**config.mk**
```make
export PLATFORM = sky130hd
export DESIGN_NAME = valve_policy
export DESIGN_NICKNAME = d
export VERILOG_FILES = /design/src/valve_policy.v
export VERILOG_INCLUDE_DIRS = /design/src
export SDC_FILE = /design/constraint.sdc
export NUM_CORES = 2
export LEC_CHECK = 0
export BUFFER_PORTS_ARGS = -buffer_cell sky130_fd_sc_hd__clkbuf_2
export CAP_MARGIN = 10
export CORE_MARGIN = 2
export CORE_UTILIZATION = 40
export DETAILED_ROUTE_END_ITERATION = 10
export PLACE_DENSITY = 0.67
export SYNTH_ARGS = -nofsm -noshare
export SYNTH_HDL_FRONTEND = slang
export SYNTH_SLANG_ARGS = --single-unit
export TNS_END_PERCENT = 30
```
**constraint.sdc**
```tcl
create_clock -name ref_clk_i -period 10.2 [get_ports ref_clk_i]
set_input_delay 1.02 -clock ref_clk_i [delete_from_list [all_inputs] [get_ports ref_clk_i]]
set_output_delay 1.02 -clock ref_clk_i [all_outputs]
set_load 0.1 [all_outputs]
```
**src/valve_policy_consts.vh**
```
// constants for the valve output fault policy block
// assumes a 50 MHz clock and a 32-bit avalon-mm slave with byte addresses
`ifndef VALVE_POLICY_CONSTS_VH
`define VALVE_POLICY_CONSTS_VH

`define NCH              8
`define CLK_HZ           64'd50000000
`define HOUR_S           64'd3600
`define HOUR_CYCLES      (`HOUR_S * `CLK_HZ)
`define LIMIT_SCALE      32'd1000

// register byte offsets
`define REG_CTRL         8'h00
`define REG_OUT_CMD      8'h04
`define REG_FAULT_ACT    8'h08
`define REG_IDLE_ACT     8'h0C
`define REG_CNT_EN       8'h10
`define REG_STATUS       8'h14
`define REG_CNT_CLEAR    8'h18
`define REG_CNT_SEL      8'h1C
`define REG_THRESH       8'h20
`define REG_COUNT        8'h24
`define REG_OUTPUTS      8'h28

// control bits
`define CTRL_PRIO_SW     0
`define CTRL_CTL_MON     1
`define CTRL_OUT_MON     2
`define CTRL_SC_EN       3
`define CTRL_SC_MANUAL   4
`define CTRL_W           5
`define CTRL_RESET       5'h0A

// status fields
`define ST_CTL_LOW       0
`define ST_OUT_LOW       1
`define ST_SC_LSB        8
`define ST_CNT_LSB       16

// per-channel action codes
`define ACT_CLEAR        2'h0
`define ACT_HOLD         2'h1
`define ACT_FORCE_ON     2'h2

`define THRESH_RESET     16'h0001
`define THRESH_MAX       16'hFDE8

`endif

```
**src/valve_policy.v**
```verilog
// valve output fault policy, supply monitors, short latch and operation counters
// assumes pins arrive asynchronously; retained storage answers on nv_* in this clock domain
// Summary of operation
// RULE1: priority bit selects switch-driven or parameter-driven fault outputs; switch is default
// RULE2: per-channel fault and idle actions clear, hold or force on, only in software priority
// RULE3: enabled supply monitors flag control supply under 18 V, output supply under 19 V
// RULE4: enabled short detection flags shorted valve outputs; disabled gives no error
// RULE5: automatic restart clears the short error once the short disappears
// RULE6: manual restart keeps the short error latched until power is applied again
// RULE7: enabled channel counter check flags count above threshold, threshold 1 to 65000
// RULE8: effective limit is the threshold times one thousand
// RULE9: counts saved hourly to retained storage and reloaded after power-up
// RULE10: counter-clear command sets that channel count to zero; a clear in the cycle of an on-to-off edge leaves it at one
// RULE11: each full off-on-off cycle of a valve output adds one to its count; a count at its 32-bit maximum stays there
// RULE12: in software priority without fault or idle, outputs follow controller commands
//
// Chosen here: the Avalon-MM register port and the address map.
`timescale 1ns/1ps
`include "valve_policy_consts.vh"

module valve_policy
#(
    parameter [63:0] HOUR_CYCLES = `HOUR_CYCLES
)
(
    input  wire        ref_clk_i,
    input  wire        rst_i,
    input  wire        ce_i,
    input  wire [7:0]  avs_address_i,
    input  wire        avs_read_i,
    input  wire        avs_write_i,
    input  wire [31:0] avs_writedata_i,
    input  wire [3:0]  avs_byteenable_i,
    output reg  [31:0] avs_readdata_o,
    output wire        avs_waitrequest_o,
    input  wire        comm_fault_i,
    input  wire        comm_idle_i,
    input  wire        switch_hold_i,
    input  wire        ctl_supply_low_i,
    input  wire        out_supply_low_i,
    input  wire [7:0]  short_det_i,
    input  wire        nv_load_i,
    input  wire [2:0]  nv_load_idx_i,
    input  wire [31:0] nv_load_data_i,
    output reg  [7:0]  valve_o,
    output reg         ctl_supply_err_o,
    output reg         out_supply_err_o,
    output reg  [7:0]  short_err_o,
    output reg  [7:0]  cnt_err_o,
    output reg         nv_wr_o,
    output reg  [2:0]  nv_idx_o,
    output reg  [31:0] nv_data_o
);

    function [31:0] merge_be;
        input [31:0] old_v;
        input [31:0] new_v;
        input [3:0]  be;
        integer k;
        begin
            for (k = 0; k < 4; k = k + 1)
                merge_be[k*8 +: 8] = be[k] ? new_v[k*8 +: 8] : old_v[k*8 +: 8];
        end
    endfunction

    function [31:0] op_limit;
        input [15:0] thr;
        begin
            op_limit = {16'h0000, thr} * `LIMIT_SCALE;
        end
    endfunction

    function [1:0] pick_action;
        input [15:0] acts;
        input [2:0]  ch;
        begin
            pick_action = acts[ch*2 +: 2];
        end
    endfunction

    // pin synchronisers
    reg  [12:0] sync_a;
    reg  [12:0] sync_b;
    wire        fault_s = sync_b[0];
    wire        idle_s  = sync_b[1];
    wire        sw_hold = sync_b[2];
    wire        ctl_low = sync_b[3];
    wire        out_low = sync_b[4];
    wire [7:0]  short_s = sync_b[12:5];

    reg  [`CTRL_W-1:0] ctrl;
    reg  [7:0]         out_cmd;
    reg  [15:0]        fault_act;
    reg  [15:0]        idle_act;
    reg  [7:0]         cnt_en;
    reg  [2:0]         cnt_sel;
    reg  [15:0]        thresh [0:`NCH-1];
    reg  [31:0]        count  [0:`NCH-1];
    reg                ack;
    reg  [63:0]        hour_cnt;
    reg                save_busy;
    reg  [2:0]         save_idx;

    reg  [7:0]  next_valve;
    reg  [7:0]  next_short;
    reg  [7:0]  next_cnt_err;
    reg  [7:0]  clr_req;
    reg  [31:0] rd_mux;
    reg  [31:0] status_w;
    integer     i;
    // one loop index per process, so each index has a single writer
    integer     j;
    integer     n;

    wire req      = avs_read_i | avs_write_i;
    wire wr_go    = avs_write_i & ack;
    wire hour_tick = (hour_cnt == HOUR_CYCLES - 64'd1);

    assign avs_waitrequest_o = req & ~ack;

    // byte-lane merged write values, cut back to register width where used
    wire [31:0] ctrl_wr  = merge_be({27'h0, ctrl}, avs_writedata_i, avs_byteenable_i);
    wire [31:0] fault_wr = merge_be({16'h0, fault_act}, avs_writedata_i, avs_byteenable_i);
    wire [31:0] idle_wr  = merge_be({16'h0, idle_act}, avs_writedata_i, avs_byteenable_i);

    // output policy per channel
    always @*
    begin
        for (i = 0; i < `NCH; i = i + 1)
        begin
            // RULE12: follow the controller
            next_valve[i] = out_cmd[i];
            if (!ctrl[`CTRL_PRIO_SW])
            begin
                // RULE1: switch selects off or hold for all
                if (fault_s || idle_s)
                    next_valve[i] = sw_hold ? valve_o[i] : 1'b0;
            end
            else if (fault_s || idle_s)
            begin
                // RULE2: per-channel fault or idle action
                case (fault_s ? pick_action(fault_act, i[2:0]) : pick_action(idle_act, i[2:0]))
                    `ACT_CLEAR:    next_valve[i] = 1'b0;
                    `ACT_HOLD:     next_valve[i] = valve_o[i];
                    `ACT_FORCE_ON: next_valve[i] = 1'b1;
                    default:       next_valve[i] = 1'b0;
                endcase
            end
        end
    end

    // short error and counter limit flags
    always @*
    begin
        for (j = 0; j < `NCH; j = j + 1)
        begin
            // RULE4: no error while detection is off
            if (!ctrl[`CTRL_SC_EN])
                next_short[j] = 1'b0;
            else if (short_s[j])
                next_short[j] = 1'b1;
            // RULE5: auto restart drops the error
            else if (!ctrl[`CTRL_SC_MANUAL])
                next_short[j] = 1'b0;
            // RULE6: manual restart holds until reset
            else
                next_short[j] = short_err_o[j];
            // RULE7: count above limit while enabled
            // RULE8: limit is threshold times one thousand
            next_cnt_err[j] = cnt_en[j] && (count[j] > op_limit(thresh[j]));
        end
    end

    always @*
    begin
        status_w = 32'h0000_0000;
        status_w[`ST_CTL_LOW] = ctl_supply_err_o;
        status_w[`ST_OUT_LOW] = out_supply_err_o;
        status_w[`ST_SC_LSB +: 8] = short_err_o;
        status_w[`ST_CNT_LSB +: 8] = cnt_err_o;
        clr_req = (wr_go && avs_address_i == `REG_CNT_CLEAR && avs_byteenable_i[0]) ?
                  avs_writedata_i[7:0] : 8'h00;
        case (avs_address_i)
            `REG_CTRL:      rd_mux = {27'h0, ctrl};
            `REG_OUT_CMD:   rd_mux = {24'h0, out_cmd};
            `REG_FAULT_ACT: rd_mux = {16'h0, fault_act};
            `REG_IDLE_ACT:  rd_mux = {16'h0, idle_act};
            `REG_CNT_EN:    rd_mux = {24'h0, cnt_en};
            `REG_STATUS:    rd_mux = status_w;
            `REG_CNT_SEL:   rd_mux = {29'h0, cnt_sel};
            `REG_THRESH:    rd_mux = {16'h0, thresh[cnt_sel]};
            `REG_COUNT:     rd_mux = count[cnt_sel];
            `REG_OUTPUTS:   rd_mux = {24'h0, valve_o};
            default:        rd_mux = 32'h0000_0000;
        endcase
    end

    always @(posedge ref_clk_i)
    begin
        if (rst_i)
        begin
            sync_a           <= 13'h0000;
            sync_b           <= 13'h0000;
            ack              <= 1'b0;
            avs_readdata_o   <= 32'h0000_0000;
            ctrl             <= `CTRL_RESET;
            out_cmd          <= 8'h00;
            fault_act        <= 16'h0000;
            idle_act         <= 16'h0000;
            cnt_en           <= 8'h00;
            cnt_sel          <= 3'h0;
            valve_o          <= 8'h00;
            ctl_supply_err_o <= 1'b0;
            out_supply_err_o <= 1'b0;
            short_err_o      <= 8'h00;
            cnt_err_o        <= 8'h00;
            hour_cnt         <= 64'h0;
            save_busy        <= 1'b0;
            save_idx         <= 3'h0;
            nv_wr_o          <= 1'b0;
            nv_idx_o         <= 3'h0;
            nv_data_o        <= 32'h0000_0000;
            for (n = 0; n < `NCH; n = n + 1)
            begin
                thresh[n] <= `THRESH_RESET;
                count[n]  <= 32'h0000_0000;
            end
        end
        else if (ce_i)
        begin
            sync_a <= {short_det_i, out_supply_low_i, ctl_supply_low_i,
                       switch_hold_i, comm_idle_i, comm_fault_i};
            sync_b <= sync_a;

            // bus slave: one wait cycle, then answer
            ack <= req & ~ack;
            if (req && !ack)
                avs_readdata_o <= avs_read_i ? rd_mux : 32'h0000_0000;
            if (wr_go)
            begin
                case (avs_address_i)
                    `REG_CTRL:
                        ctrl <= ctrl_wr[`CTRL_W-1:0];
                    `REG_OUT_CMD:
                        out_cmd <= avs_byteenable_i[0] ? avs_writedata_i[7:0] : out_cmd;
                    `REG_FAULT_ACT:
                        fault_act <= fault_wr[15:0];
                    `REG_IDLE_ACT:
                        idle_act <= idle_wr[15:0];
                    `REG_CNT_EN:
                        cnt_en <= avs_byteenable_i[0] ? avs_writedata_i[7:0] : cnt_en;
                    `REG_CNT_SEL:
                        cnt_sel <= avs_byteenable_i[0] ? avs_writedata_i[2:0] : cnt_sel;
                    `REG_THRESH:
                        // out-of-range thresholds are ignored
                        if (avs_byteenable_i[1:0] == 2'b11 && avs_writedata_i[15:0] != 16'h0000 &&
                            avs_writedata_i[15:0] <= `THRESH_MAX)
                            thresh[cnt_sel] <= avs_writedata_i[15:0];
                    default:
                        ctrl <= ctrl;
                endcase
            end

            valve_o <= next_valve;
            // RULE3: supply monitors gated by their enables
            ctl_supply_err_o <= ctrl[`CTRL_CTL_MON] & ctl_low;
            out_supply_err_o <= ctrl[`CTRL_OUT_MON] & out_low;
            short_err_o      <= next_short;
            cnt_err_o        <= next_cnt_err;

            for (n = 0; n < `NCH; n = n + 1)
            begin
                // RULE10: clear command zeroes the count, or sets it to one when an on-to-off edge falls in the same cycle
                if (clr_req[n])
                    count[n] <= {31'h0, valve_o[n] & ~next_valve[n]};
                // RULE9: reload the saved value after power-up
                else if (nv_load_i && nv_load_idx_i == n[2:0])
                    count[n] <= nv_load_data_i;
                // RULE11: count on the on-to-off edge
                else if (valve_o[n] && !next_valve[n] && count[n] != 32'hFFFF_FFFF)
                    count[n] <= count[n] + 32'h0000_0001;
            end

            // RULE9: hourly walk writing every count out
            hour_cnt <= hour_tick ? 64'h0 : hour_cnt + 64'h1;
            nv_wr_o  <= save_busy;
            if (save_busy)
            begin
                nv_idx_o  <= save_idx;
                nv_data_o <= count[save_idx];
                save_idx  <= save_idx + 3'h1;
                if (save_idx == 3'h7)
                    save_busy <= 1'b0;
            end
            else if (hour_tick)
            begin
                save_busy <= 1'b1;
                save_idx  <= 3'h0;
            end
        end
    end

endmodule

```
==> summary.md <==
| Metric | Value |
|---|---|
| Leakage power | `26.9 nW` |
| Vias in the first global route | `47000` |
| Ys Warns | `0` |
| Fin crit share | `0.643` |
| Cell Area, Synth | `60900 sq um` |
| Gr ovfl total | `0` |
| Fmax | `0.152 GHz` |
| DR iter-0 viols | `5677` |
| Setup Total Neg Slack | `0 ns` |
| Worst slew pin tran | `1.29 ns` |
| Hold Vio Cnt, Final | `0` |
| Register area share after synthesis | `0.271` |
| Via count | `49100` |
| Post-DP HPWL | `160000 microns` |
| RSZ-0062 raised after global routing | `no` |
| Critical path arrival | `7.16 ns` |
| Yosys top cell area share | `0.189` |
| Ys async rst share | `0` |
| Simple-Gate Fraction of Synth Area | `0.139` |
| Row cnt | `143` |
| Clk_skew | `0.0535 ns` |
| Area of the core | `152000 sq um` |
| CTS Buffer Depth | `3` |
| First-pass GRT wire length | `301000 microns` |
| Post-CTS Resized | `0` |
| Mux contribution to synthesized area | `0.0911` |
| Worst setup SP type | `register` |
| Final #Nets | `7494` |
| Cell count after synthesis | `6266` |
| # Max-Cap Violations | `0` |
| Post-CTS setup buffer count | `0` |
| CTS tree | `done` |
| Initial antenna violation count | `28` |
| Share of cells above drive strength 1 | `0.0868` |
| Worst skew pair latency | `0.72 ns` |
| Routability cong. | `1.02` |
| Post-route minimum period | `6.56 ns` |
| Starting density of the core | `0.402` |
| Largest net degree at the start of global routing | `67` |
| Number of flops mapped to enable cells by yosys | `384` |
| Die X | `394 microns` |
| Post-Route WL | `203000 microns` |
| Die area | `155000 sq um` |
| DR WL/cell | `24.1 microns` |
| Via density | `5.82` |
| Status | `completed` |
| CTS clk-pin slew, worst paths | `0.06 ns` |
| Main combinational cell family by area after synthesis | `adder cells` |
| Top FF cell, synth | `edfxtp_1` |
| Number of H-tree levels | `3` |
| Cts bufs inserted | `73` |
| Crit-path max FO | `7` |
| Top cells by area, synth | `edfxtp_1 19%, fa_1 14%, ha_1 13%` |
| Worst setup EP type | `register` |
| Post-DRT Antenna Nets | `0` |
| Synth cell types | `75` |
| Synth Register Bits | `632` |
| Placed Cells | `8283` |
| Final non-filler cell total | `8431` |
| Root buffer cell | `clkbuf_16` |
| Max-slew headroom | `0.132` |
| Sink Count | `632` |
| Cts hold-fix bufs | `0` |
| Largest area contributor in the netlist | `edfxtp_1` |
| Final Max Tran Viols | `0` |
| Compound-Gate Fraction of Synth Area | `0.101` |
| Syn-to-layout area delta | `8.86%` |
| Required time of the critical path | `10.80 ns` |
| CP Class | `reg -> reg` |
| Die H | `394 microns` |
| P per Cell Area | `163 nW/um^2` |
| Num ports | `193` |
| I/O Buffers | `174` |
| Peak supply drop | `0.000128 V` |
| First-pass DRT Iterations | `6` |
| Post-synthesis xor/xnor area fraction | `0.0640` |
| Synth Area in Adders | `0.272` |
| Min-Delay Path Class | `reg -> reg` |
| Mean post-synth cell area | `9.72 sq um` |
| Final-report setup violation count | `0` |
| GRT Total Usage | `0.258` |
| Syn Nets | `7431` |
| Highest-count cells in the layout ignoring fill and taps | `746 x inv_1, 635 x ha_1, 569 x nand2_1` |
| Most common cell after layout, fill and taps aside | `inv_1` |
| DRC | `0` |
| R2r setup slk | `3.64 ns` |
-- synthesized netlist by cell type, types with 16 or more instances --
cell / n
a2111oi_0: 16
a211oi_1: 51
a21o_1: 91
a21oi_1: 205
a22oi_1: 37
and2_1: 132
and3_1: 77
and4_1: 27
buf_1: 23
clkbuf_1: 177
clkbuf_2: 38
dfxtp_1: 248
edfxtp_1: 384
fa_1: 432
ha_1: 635
inv_1: 746
mux2i_1: 182
mux4_2: 160
nand2_1: 570
nand2b_1: 38
nand3_1: 191
nand4_1: 96
nor2_1: 424
nor2b_1: 31
nor3_1: 66
nor4_1: 37
o21a_1: 25
o21ai_0: 410
o21bai_1: 20
or3_1: 39
xnor2_1: 193
xor2_1: 252
-- critical path, cell delays in order (launching register included) --
cell,delay (ns)
edfxtp_1,0.46
inv_1,0.27
fa_1,0.49
fa_1,0.55
fa_1,0.44
fa_1,0.51
inv_1,0.04
ha_1,0.39
o21ai_0,0.13
a21oi_1,0.21
nand3_1,0.10
o21ai_0,0.36
nor2_1,0.15
o41ai_1,0.43
xnor2_1,0.23
ha_1,0.36
and3_1,0.16
nand3_1,0.10
nor4_1,0.70
nand3_1,0.18
nand3_1,0.11
o21ai_0,0.08
-- final cells by class --
cell class / instances / area, sq um
Fill cell: 14400 / 85300
Sequential cell: 632 / 16500
Clock buffer: 101 / 2010
Clock inverter: 28 / 352
Timing Repair Buffer: 235 / 1340
Inverter: 747 / 2800
Antenna cell: 18 / 45.0
Tap cell: 2030 / 2540
Multi-Input combinational cell: 4640 / 40700
-- layer usage --
layer  routed length [microns]  part of all wire  track usage  vias to the layer above
met2                     83400              0.41        0.369                     2721
met5                       303            0.0015            0                        -
li1                          -                 -            -                    21900
met3                     29900              0.15        0.104                      496
met1                     81500              0.40        0.349                    23900
met4                      8190             0.040       0.0899                       32
-- final timing paths --
path                                            startpoint                         to  cells after the start
worst max-delay path            thresh[3][5]$_SDFFCE_PN0P_  cnt_err_o[3]$_SDFFE_PP0P_                     21
worst min-delay path              nv_idx_o[0]$_SDFFE_PP0P_   nv_idx_o[0]$_SDFFE_PP0P_                      2
worst max register to register  thresh[3][5]$_SDFFCE_PN0P_  cnt_err_o[3]$_SDFFE_PP0P_                     21
worst min register to register    nv_idx_o[0]$_SDFFE_PP0P_   nv_idx_o[0]$_SDFFE_PP0P_                      2
-- where the power goes --
part | total (mW) | internal, mW | switching (mW)
Combinational | 5.20 | 2.18 | 3.02
Clock | 2.65 | 1.45 | 1.19
Sequential | 2.95 | 2.78 | 0.171
Total | 10.8 | 6.41 | 4.39
-- cell families (layout without fill, tap and decap cells) --
group	count (synthesis)	in the layout
AOI/OAI and AO/OA	1003	1003
xor gates and xnor gates	445	445
adders and majority gates	1067	1067
buffers and inverters	994	1111
DFF	632	632
muxes	353	353
other	0	18
and+or+nand+nor	1772	1772
-- through the flow --
step           hold WS (ns)  cell area, sq um  worst slack (ns)  power, mW   util
2_1_floorplan         0.452             60900              4.57       6.80      -
3_3_place_gp          0.438             63900              3.75       7.98  0.422
3_5_place_dp          0.447             63900              3.72       8.14  0.422
4_1_cts               0.455             66200              3.69       10.8  0.437
5_1_grt               0.481             66300              3.06       11.6  0.437
6_report              0.455             66300              3.64       10.8  0.437
-- sequential cells by signal, summed over array words and instances, names as in the netlist, 3 cells and up, named ones only --
name and count:
hour_cnt 64, cnt_sel 3, count 256, out_cmd 8, thresh 128, short_err_o 8
save_idx 3, valve_o 8, nv_idx_o 3, cnt_en 8, sync_a 13, avs_readdata_o 32
nv_data_o 32, idle_act 16, fault_act 16, ctrl 5, sync_b 13, cnt_err_o 8
No activity file was read; power rests on OpenSTA's default activity.
